==> src/hdl/scps_pkg.sv <==
// shared constants, types and helpers of the system clock block
package scps_pkg;
	// register byte offsets on the bus
	localparam logic [7:0] ADDR_PRESCALE = 8'h00;
	localparam logic [7:0] ADDR_TRIM = 8'h04;
	localparam logic [7:0] ADDR_TIMER = 8'h08;
	localparam logic [7:0] ADDR_STATUS = 8'h0C;
	// prescale register fields
	localparam int PCE_BIT = 7;
	localparam logic [7:0] PCE_UNLOCK = 8'h80;
	localparam logic [3:0] PS_RESET_DIV1 = 4'h0;
	localparam logic [3:0] PS_RESET_DIV8 = 4'h3;
	localparam logic [3:0] PS_MAX = 4'h8;
	localparam int PCE_WINDOW = 4;
	// timer control register fields
	localparam int TMR_OSC_EN_BIT = 0;
	localparam int TMR_TIMER_EXTERNAL_CLOCK_SELECT_BIT = 1;
	// status register fields
	localparam int ST_SRC_LSB = 4;
	localparam int ST_RUN_BIT = 6;
	localparam int ST_PCE_BIT = 7;
	localparam logic [7:0] TRIM_RESET = 8'h00;
	// source select codes; fuse bit 0 means programmed
	localparam logic [3:0] CLOCK_SOURCE_SELECT_FUSES_EXT = 4'h0;
	localparam logic [3:0] CLOCK_SOURCE_SELECT_FUSES_RC = 4'h2;
	localparam logic [3:0] CLOCK_SOURCE_SELECT_FUSES_LF_FAST = 4'h6;
	localparam logic [3:0] CLOCK_SOURCE_SELECT_FUSES_LF_SLOW = 4'h7;
	localparam logic [1:0] SUT_SHORT = 2'h1;
	localparam logic [1:0] SUT_LONG = 2'h2;
	localparam logic FUSE_PROGRAMMED = 1'b0;
	// start-up counts; WDT_SHORT and WDT_LONG in watchdog oscillator cycles, the rest in clock cycles
	localparam int RESET_CK = 14;
	localparam int WDT_SHORT = 4096;
	localparam int WDT_LONG = 65536;
	localparam int WAKE_RC_EXT = 6;
	localparam int WAKE_LF_FAST = 1024;
	localparam int WAKE_LF_SLOW = 32768;
	localparam int CNT_W = 17;

	typedef enum logic [1:0] {SRC_NONE, SRC_LF_XTAL, SRC_RC, SRC_EXT}
		scps_src_t;

	// division factor of a select code; reserved codes act as the largest
	function automatic logic [8:0] scps_factor(input logic [3:0] code);
		logic [3:0] c;
		c = (code > PS_MAX) ? PS_MAX : code;
		return 9'h001 << c;
	endfunction : scps_factor

	function automatic scps_src_t scps_decode(input logic [3:0] clock_source_select_fuses);
		case (clock_source_select_fuses)
			CLOCK_SOURCE_SELECT_FUSES_LF_FAST, CLOCK_SOURCE_SELECT_FUSES_LF_SLOW: return SRC_LF_XTAL;
			CLOCK_SOURCE_SELECT_FUSES_RC: return SRC_RC;
			CLOCK_SOURCE_SELECT_FUSES_EXT: return SRC_EXT;
			default: return SRC_NONE;
		endcase
	endfunction : scps_decode
endpackage : scps_pkg

==> src/hdl/scps_div_if.sv <==
// link between the clock control and the prescaler divider
`timescale 1ns/1ps
interface scps_div_if;
	logic [3:0] sel;
	logic tick;
	logic clk_half;
	modport ctrl(output sel, input tick, input clk_half);
	modport div(input sel, output tick, output clk_half);
endinterface : scps_div_if

==> src/hdl/scps_top.sv <==
// system clock source selection, start-up timing, trim and prescaler
// Function
// - fuse codes 0110 or 0111 select the watch crystal oscillator
// - watch crystal reset delay is 14 cycles, plus 4.1 or 65 ms with start-up fuses 01 or 10
// - watch crystal wake-up takes 1K or 32K cycles by select code
// - fuse code 0010 selects the internal 8 MHz RC oscillator
// - every reset copies the factory trim byte into the trim register
// - RC wake-up takes 6 cycles; reset delay as for the crystal
// - timer oscillator usable only while the RC oscillator is selected
// - watchdog oscillator times the reset time-out for every source
// - trim zero is slowest, larger values faster, all ones fastest
// - fuse code 0000 takes an external clock on the crystal input
// - external clock wake-up takes 6 cycles; reset delay as above
// - programmed output fuse puts the system clock on the output pin
// - clock output pin carries the divided system clock
// - external clock select bit replaces the timer crystal input
// - prescaler divides I/O, ADC, CPU and flash clocks
// - prescaler changes are glitch-free with no faster intermediate
// - new division takes effect at the end of the current old period
// - division value accepted only within four cycles of the unlock
// - change-enable clears after four cycles or on the value write
// - division codes 0 to 8 give 1 to 256; 9 to 15 reserved
// - reset loads division code 0000, or 0011 with divide-by-8 fuse
`timescale 1ns/1ps
module scps_top #(
	parameter int WDT_LONG_CYCLES = scps_pkg::WDT_LONG,
	parameter int WAKE_LF_SLOW_CYCLES = scps_pkg::WAKE_LF_SLOW
) (
	// clock and reset
	input wire logic i_clk,
	input wire logic i_reset,
	// apb slave
	input wire logic i_psel,
	input wire logic i_penable,
	input wire logic i_pwrite,
	input wire logic [7:0] i_paddr,
	input wire logic [31:0] i_pwdata,
	output logic [31:0] o_prdata,
	output logic o_pready,
	output logic o_pslverr,
	// fuses and factory data
	input wire logic [3:0] i_clock_source_select_fuses,
	input wire logic [1:0] i_startup_time_fuses,
	input wire logic i_clock_output_fuse,
	input wire logic i_initial_divide_by_eight_fuse,
	input wire logic [7:0] i_factory_trim,
	// watchdog oscillator pin and wake request
	input wire logic i_wdt_osc,
	input wire logic i_wake_req,
	// normal port function of the clock output pin
	input wire logic i_port_out,
	input wire logic i_port_oe,
	// clock outputs
	output logic o_sys_clk,
	output logic o_sys_clk_en,
	output logic o_clock_output_pin,
	output logic o_clock_output_pin_oe,
	// oscillator controls
	output logic [1:0] o_source,
	output logic [6:0] o_rc_trim_value,
	output logic o_timer_osc_enable,
	output logic o_timer_external_clock_select,
	output logic o_core_run
);
	typedef enum logic [2:0] {
		SEQ_LOAD, SEQ_CK14, SEQ_WDT, SEQ_RUN, SEQ_WAKE, SEQ_HALT
	} scps_seq_t;

	localparam int CW = scps_pkg::CNT_W;

	scps_div_if div_link ();

	scps_divider u_div (
		.i_clk(i_clk),
		.i_reset(i_reset),
		.div(div_link.div)
	);

	// fuse image, taken in the load cycle after reset release
	logic [3:0] clock_source_select_fuses, next_clock_source_select_fuses;
	logic [1:0] startup_time_fuses, next_sut;
	logic clock_output_fuse, next_clock_output_fuse;
	logic fuse_valid, next_fuse_valid;
	scps_pkg::scps_src_t src;

	// sequencer
	scps_seq_t seq, next_seq;
	logic [CW-1:0] seq_cnt, next_seq_cnt;
	logic [CW-1:0] wdt_lim, wake_lim;

	// watchdog oscillator synchroniser and edge detect
	logic wdt_s1, wdt_s2, wdt_s3, wdt_edge;

	// registers
	logic [3:0] ps, next_ps;
	logic pce, next_pce;
	logic [1:0] pce_cnt, next_pce_cnt;
	logic [7:0] trim, next_trim;
	logic [1:0] timer, next_timer;
	logic [31:0] rdata, next_rdata;

	// bus decode
	logic wr, setup, hit;
	logic [7:0] wd;

	assign setup = i_psel && !i_penable;
	assign wr = i_psel && i_penable && i_pwrite;
	assign wd = i_pwdata[7:0];
	assign hit = (i_paddr == scps_pkg::ADDR_PRESCALE) ||
		(i_paddr == scps_pkg::ADDR_TRIM) ||
		(i_paddr == scps_pkg::ADDR_TIMER) ||
		(i_paddr == scps_pkg::ADDR_STATUS);
	assign o_pready = 1'b1;
	assign o_pslverr = i_psel && i_penable && !hit;
	assign o_prdata = rdata;

	always_comb begin
		next_clock_source_select_fuses = clock_source_select_fuses;
		next_sut = startup_time_fuses;
		next_clock_output_fuse = clock_output_fuse;
		next_fuse_valid = 1'b1;
		if (seq == SEQ_LOAD) begin
			next_clock_source_select_fuses = i_clock_source_select_fuses;
			next_sut = i_startup_time_fuses;
			next_clock_output_fuse = i_clock_output_fuse;
		end
	end

	always_ff @(posedge i_clk or posedge i_reset) begin
		if (i_reset) begin
			clock_source_select_fuses <= scps_pkg::CLOCK_SOURCE_SELECT_FUSES_RC;
			startup_time_fuses <= 2'h0;
			clock_output_fuse <= 1'b1;
			fuse_valid <= 1'b0;
		end else begin
			clock_source_select_fuses <= next_clock_source_select_fuses;
			startup_time_fuses <= next_sut;
			clock_output_fuse <= next_clock_output_fuse;
			fuse_valid <= next_fuse_valid;
		end
	end

	assign src = fuse_valid ? scps_pkg::scps_decode(clock_source_select_fuses)
		: scps_pkg::SRC_NONE;
	assign o_source = src;

	always_ff @(posedge i_clk or posedge i_reset) begin
		if (i_reset) begin
			wdt_s1 <= 1'b0;
			wdt_s2 <= 1'b0;
			wdt_s3 <= 1'b0;
		end else begin
			wdt_s1 <= i_wdt_osc;
			wdt_s2 <= wdt_s1;
			wdt_s3 <= wdt_s2;
		end
	end
	assign wdt_edge = wdt_s2 && !wdt_s3;

	always_comb begin
		wdt_lim = (startup_time_fuses == scps_pkg::SUT_LONG) ? CW'(WDT_LONG_CYCLES - 1)
			: CW'(scps_pkg::WDT_SHORT - 1);
		if (src != scps_pkg::SRC_LF_XTAL)
			wake_lim = CW'(scps_pkg::WAKE_RC_EXT - 1);
		else if (clock_source_select_fuses == scps_pkg::CLOCK_SOURCE_SELECT_FUSES_LF_SLOW)
			wake_lim = CW'(WAKE_LF_SLOW_CYCLES - 1);
		else
			wake_lim = CW'(scps_pkg::WAKE_LF_FAST - 1);
	end

	always_comb begin
		next_seq = seq;
		next_seq_cnt = seq_cnt + CW'(1);
		case (seq)
			SEQ_LOAD: begin
				next_seq_cnt = '0;
				next_seq = (scps_pkg::scps_decode(i_clock_source_select_fuses)
					== scps_pkg::SRC_NONE) ? SEQ_HALT : SEQ_CK14;
			end
			SEQ_CK14: begin
				if (seq_cnt == CW'(scps_pkg::RESET_CK - 1)) begin
					next_seq_cnt = '0;
					next_seq = (startup_time_fuses == scps_pkg::SUT_SHORT ||
						startup_time_fuses == scps_pkg::SUT_LONG) ? SEQ_WDT : SEQ_RUN;
				end
			end
			SEQ_WDT: begin
				next_seq_cnt = seq_cnt + CW'(wdt_edge);
				if (wdt_edge && seq_cnt == wdt_lim)
					next_seq = SEQ_RUN;
			end
			SEQ_RUN: begin
				next_seq_cnt = '0;
				if (i_wake_req)
					next_seq = SEQ_WAKE;
			end
			SEQ_WAKE: begin
				if (seq_cnt == wake_lim) begin
					next_seq_cnt = '0;
					next_seq = SEQ_RUN;
				end
			end
			SEQ_HALT: next_seq_cnt = '0;
			default: next_seq = SEQ_HALT;
		endcase
	end

	always_ff @(posedge i_clk or posedge i_reset) begin
		if (i_reset) begin
			seq <= SEQ_LOAD;
			seq_cnt <= '0;
		end else begin
			seq <= next_seq;
			seq_cnt <= next_seq_cnt;
		end
	end
	assign o_core_run = (seq == SEQ_RUN);

	// register writes and the prescale unlock window
	always_comb begin
		next_ps = ps;
		next_pce = pce;
		next_pce_cnt = pce_cnt;
		next_trim = trim;
		next_timer = timer;
		if (pce) begin
			next_pce_cnt = pce_cnt + 2'h1;
			if (pce_cnt == 2'(scps_pkg::PCE_WINDOW - 1))
				next_pce = 1'b0;
		end
		if (wr && i_paddr == scps_pkg::ADDR_PRESCALE) begin
			if (pce && !wd[scps_pkg::PCE_BIT]) begin
				next_ps = wd[3:0];
				next_pce = 1'b0;
			end
			// set only with other bits zero
			if (!pce && wd == scps_pkg::PCE_UNLOCK) begin
				next_pce = 1'b1;
				next_pce_cnt = 2'h0;
			end
		end
		if (wr && i_paddr == scps_pkg::ADDR_TRIM)
			next_trim = wd;
		if (wr && i_paddr == scps_pkg::ADDR_TIMER)
			next_timer = wd[1:0];
		if (seq == SEQ_LOAD) begin
			next_trim = i_factory_trim;
			next_ps = (i_initial_divide_by_eight_fuse ==
				scps_pkg::FUSE_PROGRAMMED) ? scps_pkg::PS_RESET_DIV8
				: scps_pkg::PS_RESET_DIV1;
			next_pce = 1'b0;
		end
	end

	always_ff @(posedge i_clk or posedge i_reset) begin
		if (i_reset) begin
			ps <= scps_pkg::PS_RESET_DIV1;
			pce <= 1'b0;
			pce_cnt <= 2'h0;
			trim <= scps_pkg::TRIM_RESET;
			timer <= 2'h0;
		end else begin
			ps <= next_ps;
			pce <= next_pce;
			pce_cnt <= next_pce_cnt;
			trim <= next_trim;
			timer <= next_timer;
		end
	end

	// read data is captured in the setup phase
	always_comb begin
		next_rdata = rdata;
		if (setup) begin
			case (i_paddr)
				scps_pkg::ADDR_PRESCALE:
					next_rdata = {24'h000000, pce, 3'h0, ps};
				scps_pkg::ADDR_TRIM: next_rdata = {24'h000000, trim};
				scps_pkg::ADDR_TIMER: next_rdata = {30'h00000000, timer};
				scps_pkg::ADDR_STATUS:
					next_rdata = {24'h000000, pce, o_core_run, src, clock_source_select_fuses};
				default: next_rdata = 32'h00000000;
			endcase
		end
	end

	always_ff @(posedge i_clk or posedge i_reset) begin
		if (i_reset)
			rdata <= 32'h00000000;
		else
			rdata <= next_rdata;
	end

	assign o_rc_trim_value = trim[6:0];

	assign o_timer_osc_enable = timer[scps_pkg::TMR_OSC_EN_BIT] &&
		(src == scps_pkg::SRC_RC);
	assign o_timer_external_clock_select = o_timer_osc_enable &&
		timer[scps_pkg::TMR_TIMER_EXTERNAL_CLOCK_SELECT_BIT];

	assign div_link.sel = ps;
	assign o_sys_clk_en = div_link.tick;
	assign o_sys_clk = div_link.clk_half;

	logic clock_output_fuse_on;
	assign clock_output_fuse_on = (fuse_valid ? clock_output_fuse : i_clock_output_fuse) ==
		scps_pkg::FUSE_PROGRAMMED;
	assign o_clock_output_pin = clock_output_fuse_on ? div_link.clk_half : i_port_out;
	assign o_clock_output_pin_oe = clock_output_fuse_on ? 1'b1 : i_port_oe;
endmodule : scps_top

==> src/hdl/scps_divider.sv <==
// glitch-free system clock prescaler counter
`timescale 1ns/1ps
module scps_divider (
	// clock and reset
	input wire logic i_clk,
	input wire logic i_reset,
	// control side
	scps_div_if.div div
);
	logic [7:0] cnt, next_cnt;
	logic [3:0] cur, next_cur;
	logic half, next_half;
	logic wrap;
	logic [8:0] next_fac;

	always_comb begin
		wrap = (cnt == 8'(scps_pkg::scps_factor(cur) - 9'h001));
		next_cnt = wrap ? 8'h00 : cnt + 8'h01;
		next_cur = wrap ? div.sel : cur;
		next_fac = scps_pkg::scps_factor(next_cur);
		next_half = ({1'b0, next_cnt} < (next_fac >> 1));
	end

	always_ff @(posedge i_clk or posedge i_reset) begin
		if (i_reset) begin
			cnt <= 8'h00;
			cur <= 4'h0;
			half <= 1'b0;
		end else begin
			cnt <= next_cnt;
			cur <= next_cur;
			half <= next_half;
		end
	end

	assign div.tick = wrap;
	assign div.clk_half = (cur == 4'h0) ? i_clk : half;
endmodule : scps_divider

==> config.mk <==
export PLATFORM = sky130hd
export DESIGN_NAME = scps_top
export DESIGN_NICKNAME = d
export VERILOG_FILES = /design/src/hdl/scps_pkg.sv /design/src/hdl/scps_div_if.sv /design/src/hdl/scps_top.sv /design/src/hdl/scps_divider.sv
export SDC_FILE = /design/constraint.sdc
export NUM_CORES = 1
export LEC_CHECK = 0
export ABC_AREA = 1
export BUFFER_PORTS_ARGS = -buffer_cell sky130_fd_sc_hd__buf_4
export CAP_MARGIN = 30
export CORE_ASPECT_RATIO = 1.1
export CORE_MARGIN = 1.5
export CORE_UTILIZATION = 27
export CTS_CLUSTER_DIAMETER = 50
export DETAILED_ROUTE_END_ITERATION = 10
export HOLD_SLACK_MARGIN = 0.05
export SLEW_MARGIN = 0
export SYNTH_ARGS = -nofsm -noshare
export SYNTH_HDL_FRONTEND = slang
export SYNTH_HIERARCHICAL = 1
export SYNTH_SLANG_ARGS = --single-unit
==> constraint.sdc <==
create_clock -name i_clk -period 6.92 [get_ports i_clk]
set_input_delay 0.346 -clock i_clk [delete_from_list [all_inputs] [get_ports i_clk]]
set_output_delay 0.346 -clock i_clk [all_outputs]
set_load 0.03 [all_outputs]
== Yosys cells after proc, flatten, opt, wreduce, memory -nomap -nowiden ==
Index checks and enable logic that the tools add are counted.

* Bits in registers: 93
* Bits of input ports: 65
* Output and inout port bits: 50
* Logic and storage cells: 134

* Add/sub/neg operators: 5
* Order comparisons: 3
* Eq/ne operators: 28
* Shifts and indexed selects: 2
* Muxes and demuxes: 41
* Bitwise gates (word level): 1
* Reductions and logical operators: 36

{| class="wikitable"
|+ Operators with widths
! operator !! count
|-
| one-hot mux 17 bit (4 select lines) || 1
|-
| two-way mux 17 bit || 2
|-
| one-hot mux 8 bit (4 select lines) || 1
|-
| two-way mux 15 bit || 2
|-
| two-way mux 4 bit || 6
|-
| two-way mux 8 bit || 3
|-
| one-hot mux 3 bit (6 select lines) || 1
|-
| adder 17 x 1 -> 17 bit || 1
|-
| adder 17 x 1 -> 17 bit, second input constant || 1
|-
| == test 17 x 16 -> 1 bit || 1
|-
| == test 17 bit || 1
|-
| == test 17 x 4 -> 1 bit, second input constant || 1
|-
| == test 4 x 3 -> 1 bit, second input constant || 4
|-
| == test 8 x 4 -> 1 bit, second input constant || 2
|-
| two-way mux 16 bit || 1
|-
| two-way mux 3 bit || 5
|-
| logical AND 1 bit || 13
|-
| logical NOT 4 bit || 3
|-
| two-way mux 2 bit || 6
|-
| one-hot mux 2 bit (3 select lines) || 2
|-
| two-way mux 1 bit || 11
|-
| << shifter 1 x 4 -> 9 bit, first input constant || 1
|-
| adder 8 x 1 -> 8 bit, second input constant || 1
|-
| == test 4 x 2 -> 1 bit, second input constant || 2
|-
| 26 further kinds || 44
|}

== Logic depth before layout (Yosys ltp) ==
* Depth in word-level cells: 10
* Depth in mapped cells: 24
* Gate-level depth less buffers: 24

== Cells and area by module ==
Netlist, hierarchy kept.

{| class="wikitable"
|+ Modules (own cells, without submodules)
! module !! times used !! cells each !! area an instance (um^2) !! sequential area each (um^2)
|-
| scps_top || 1 || 538 || 3,783.6 || 1,403.8
|-
| scps_divider || 1 || 164 || 1,104.8 || 325.3
|}

==> summary.txt <==
Min path
  • Min-delay src: i_startup_time_fuses[1]
  • Worst Hold Class: in -> reg
  • Hold path depth: 3

Global routing
  • Largest net degree at the start of global routing: 57
  • GR Overflow Total: 0
  • Initial antenna violation count: 0
  • Global Route Usage Sum: 14.1%
  • Vias in the first global route: 4201
  • First-pass GRT wire length: 20.6 mm

Final layout
  • Filler cells: 1913
  • Most frequent cells in the layout: nand2_1, inv_1, buf_4
  • Fin util: 34.1%
  • Area growth syn-to-layout: 23.8%
  • Commonest non-fill, non-tap cell in the layout: nand2_1
  • Nets@finish: 856
  • Antenna diode count: 0
  • Area occupied by multi-input gates: 2610 sq um
  • Share of cells above drive strength 1: 16.6%
  • Reg area: 1730 sq um

Synthesis
  • XOR/XNOR share of the synthesized area: 3.02%
  • Ys async rst share: 100%
  • Synth warn: 6
  • Synth Area in Adders: 3.84%
  • Number of synthesized register bits: 69
  • Synth Cell Area: 4890 sq um
  • Synth Flop Type: dfrtp_1
  • Simple-Gate Fraction of Synth Area: 34.6%
  • Post-Synthesis Cells: 702
  • Synth Area in Compound Gates: 9.19%
  • Post-synth EDFFs: 0
  • Largest family of logic cells by synthesized area: simple AND/OR/NAND/NOR gates
  • Sequential area share after synthesis: 35.4%
  • Distinct cells, synth: 46
  • Syn_area_per_cell: 6.96 sq um
  • Mux share of post-synthesis cell area: 0.665%

Timing
  • Hold Fails Final Rpt: 0
  • Hold slack: 0.118 ns
  • Worst Tran Pin Value: 0.752 ns
  • Slew Viols, Final: 0
  • Worst slew margin: 49.8%
  • Final worst slack: 1.50 ns
  • Unrepaired setup endpoints after global routing: no
  • Layout Skew: 0.00803 ns
  • Final setup fails: 0
  • TNS Setup: 0 ns

Setup path
  • CP peak stage delay: 0.27 ns
  • Critical path required time: 6.57 ns
  • Top Family by Delay on Critical Path: buffers and inverters
  • CP Launch Point: i_clk
  • Crit-path max FO: 2
  • Crit end category: primary output
  • Reg2reg end: u_div/half$_DFF_PP0_
  • Kind of critical path: clk -> out
  • Critical-path top delay cell: mux2_2
  • Crit path arrival time: 5.08 ns
  • Crit path buffers/inverters: 8
  • RR Startpoint: u_div/cur[2]$_DFF_PP0_
  • Worst Setup EP: o_clock_output_pin
  • Flop2flop setup slack: 3.50 ns
  • Crit start category: clock port
  • Critical path depth in cells: 10
  • Worst reg2reg path depth: 23
  • CP most frequent cell: clkbuf_16
  • Cells along the critical path: clkbuf_16, clkbuf_16, clkbuf_16, clkbuf_16, clkbuf_16, mux2_2, clkbuf_16, clkbuf_16, mux2_2, buf_4

Detailed routing
  • DR DRC count: 0
  • DRT Wirelength: 12.8 mm
  • Routed WL per cell: 12.6 um
  • DRT iter0 DRCs: 325
  • Via/cell ratio: 4.45
  • Via count: 4543
  • Post-route ant nets: 0
  • Initial DRT Pass Iterations: 5

Run status
  • Status: finished clean

Floorplanning
  • Std-Cell Rows: 51
  • Die area: 18900 sq um
  • Core Area: 17700 sq um
  • Initial Util: 27.6%
  • I/O pin cnt: 115
  • Die height: 144 um
  • Chip Width: 131 um

Clock network
  • Clk_lat worst skew: 0.45 ns
  • CTS tree: yes
  • # Post-CTS Setup Buffers: 0
  • Clk pin slew, worst setup/hold paths: 0.06 ns

Flow run
  • Max-cap violation count: 0

Pwr
  • Pwr/cell area: 280 nW/um^2
  • VDD IR-drop max: 121 uV
  • Static leakage: 3.13 nW

Placement
  • Post-DP HPWL: 9.81 mm
  • IO Port Bufs: 65
  • DP Worst Slack: 2.45 ns
  • Gp weighted congestion: 0.866
## state kept, by name, summed over array words and instances, names as in the netlist, 2 cells and up
signal,cells
clock_source_select_fuses,4
div_link.sel,4
o_prdata,8
pce_cnt,2
seq,3
seq_cnt,17
startup_time_fuses,2
timer,2
trim,8
u_div/cnt,8
u_div/cur,4
## cells in the mapped netlist (all sizes together), types with 11 or more instances
cell type / instances / area (sq um)
a21oi: 21 / 113
buf: 36 / 275
dfrtp: 67 / 1680
ha: 15 / 188
inv: 93 / 349
nand2: 218 / 841
nand3: 57 / 303
nand4: 11 / 90.1
nor2: 73 / 304
nor3: 12 / 65.1
o21ai: 42 / 225
xor2: 15 / 139
## timing repair
item                                   CTS  global route
hold buffers                             2             0
endpoints found under the hold margin   14             0
gates resized for setup                  0             0
## per-stage QoR
stage,area (sq um),total power (W),cells
finish,6050,0.00169,1020
global route,6050,0.00181,1020
CTS,6050,0.00172,1020
detailed placement,5500,0.000976,992
global placement,5500,0.000967,992
floorplan,4980,0.000872,726
## where the power goes
part / switching [W] / internal [W] / leakage, nW
clock network: 0.000255 / 0.000504 / 0.274
logic: 0.000291 / 0.000158 / 1.99
registers: 0.0000406 / 0.000445 / 0.864
## how the worst min path moves through the flow
stage                                                    to  slack (ns)
final                     startup_time_fuses[1]$_DFFE_PP0P_        0.12
after floorplan                      u_div/cnt[0]$_DFF_PP0_        0.22
after detailed placement                   wdt_s2$_DFF_PP0_        0.33
after global routing      startup_time_fuses[1]$_DFFE_PP0P_        0.11
after CTS                 startup_time_fuses[1]$_DFFE_PP0P_        0.11
after global placement                     wdt_s2$_DFF_PP0_        0.34
## logic make-up (layout without fill, tap and decap cells)
family                     after synthesis  in the layout
and+or+nand+nor                        384            384
other                                    2             26
adders and majority gates               15             15
DFF                                     69             69
AOI/OAI and AO/OA                       79             79
xor gates and xnor gates                16             16
buffers and inverters                  134            190
muxes                                    3              3
## layout make-up
type / count / area share (%)
well taps: 238 / 4.92
clock inverters: 7 / 1.36
inverters: 94 / 5.83
repair buffers: 68 / 8.52
clock buffers: 21 / 7.75
flip-flops and latches: 69 / 28.6
multi-input cells: 523 / 43.1
## tightest hold or removal path, cell delays in order
cell,delay (ns)
buf_4,0.09
nand2_1,0.05
nand2_1,0.05
## per-layer routing
| metal | up-vias | part of all wire, % | track usage (%) |
|---|---|---|---|
| li1 | 2328 | - | - |
| met1 | 2086 | 45 | 17.0 |
| met2 | 112 | 49 | 23.7 |
| met3 | 17 | 4.6 | 3.01 |
| met4 | 0 | 1.6 | 7.31 |
| met5 | - | 0 | 0 |
No activity file was read; power rests on OpenSTA's default activity.
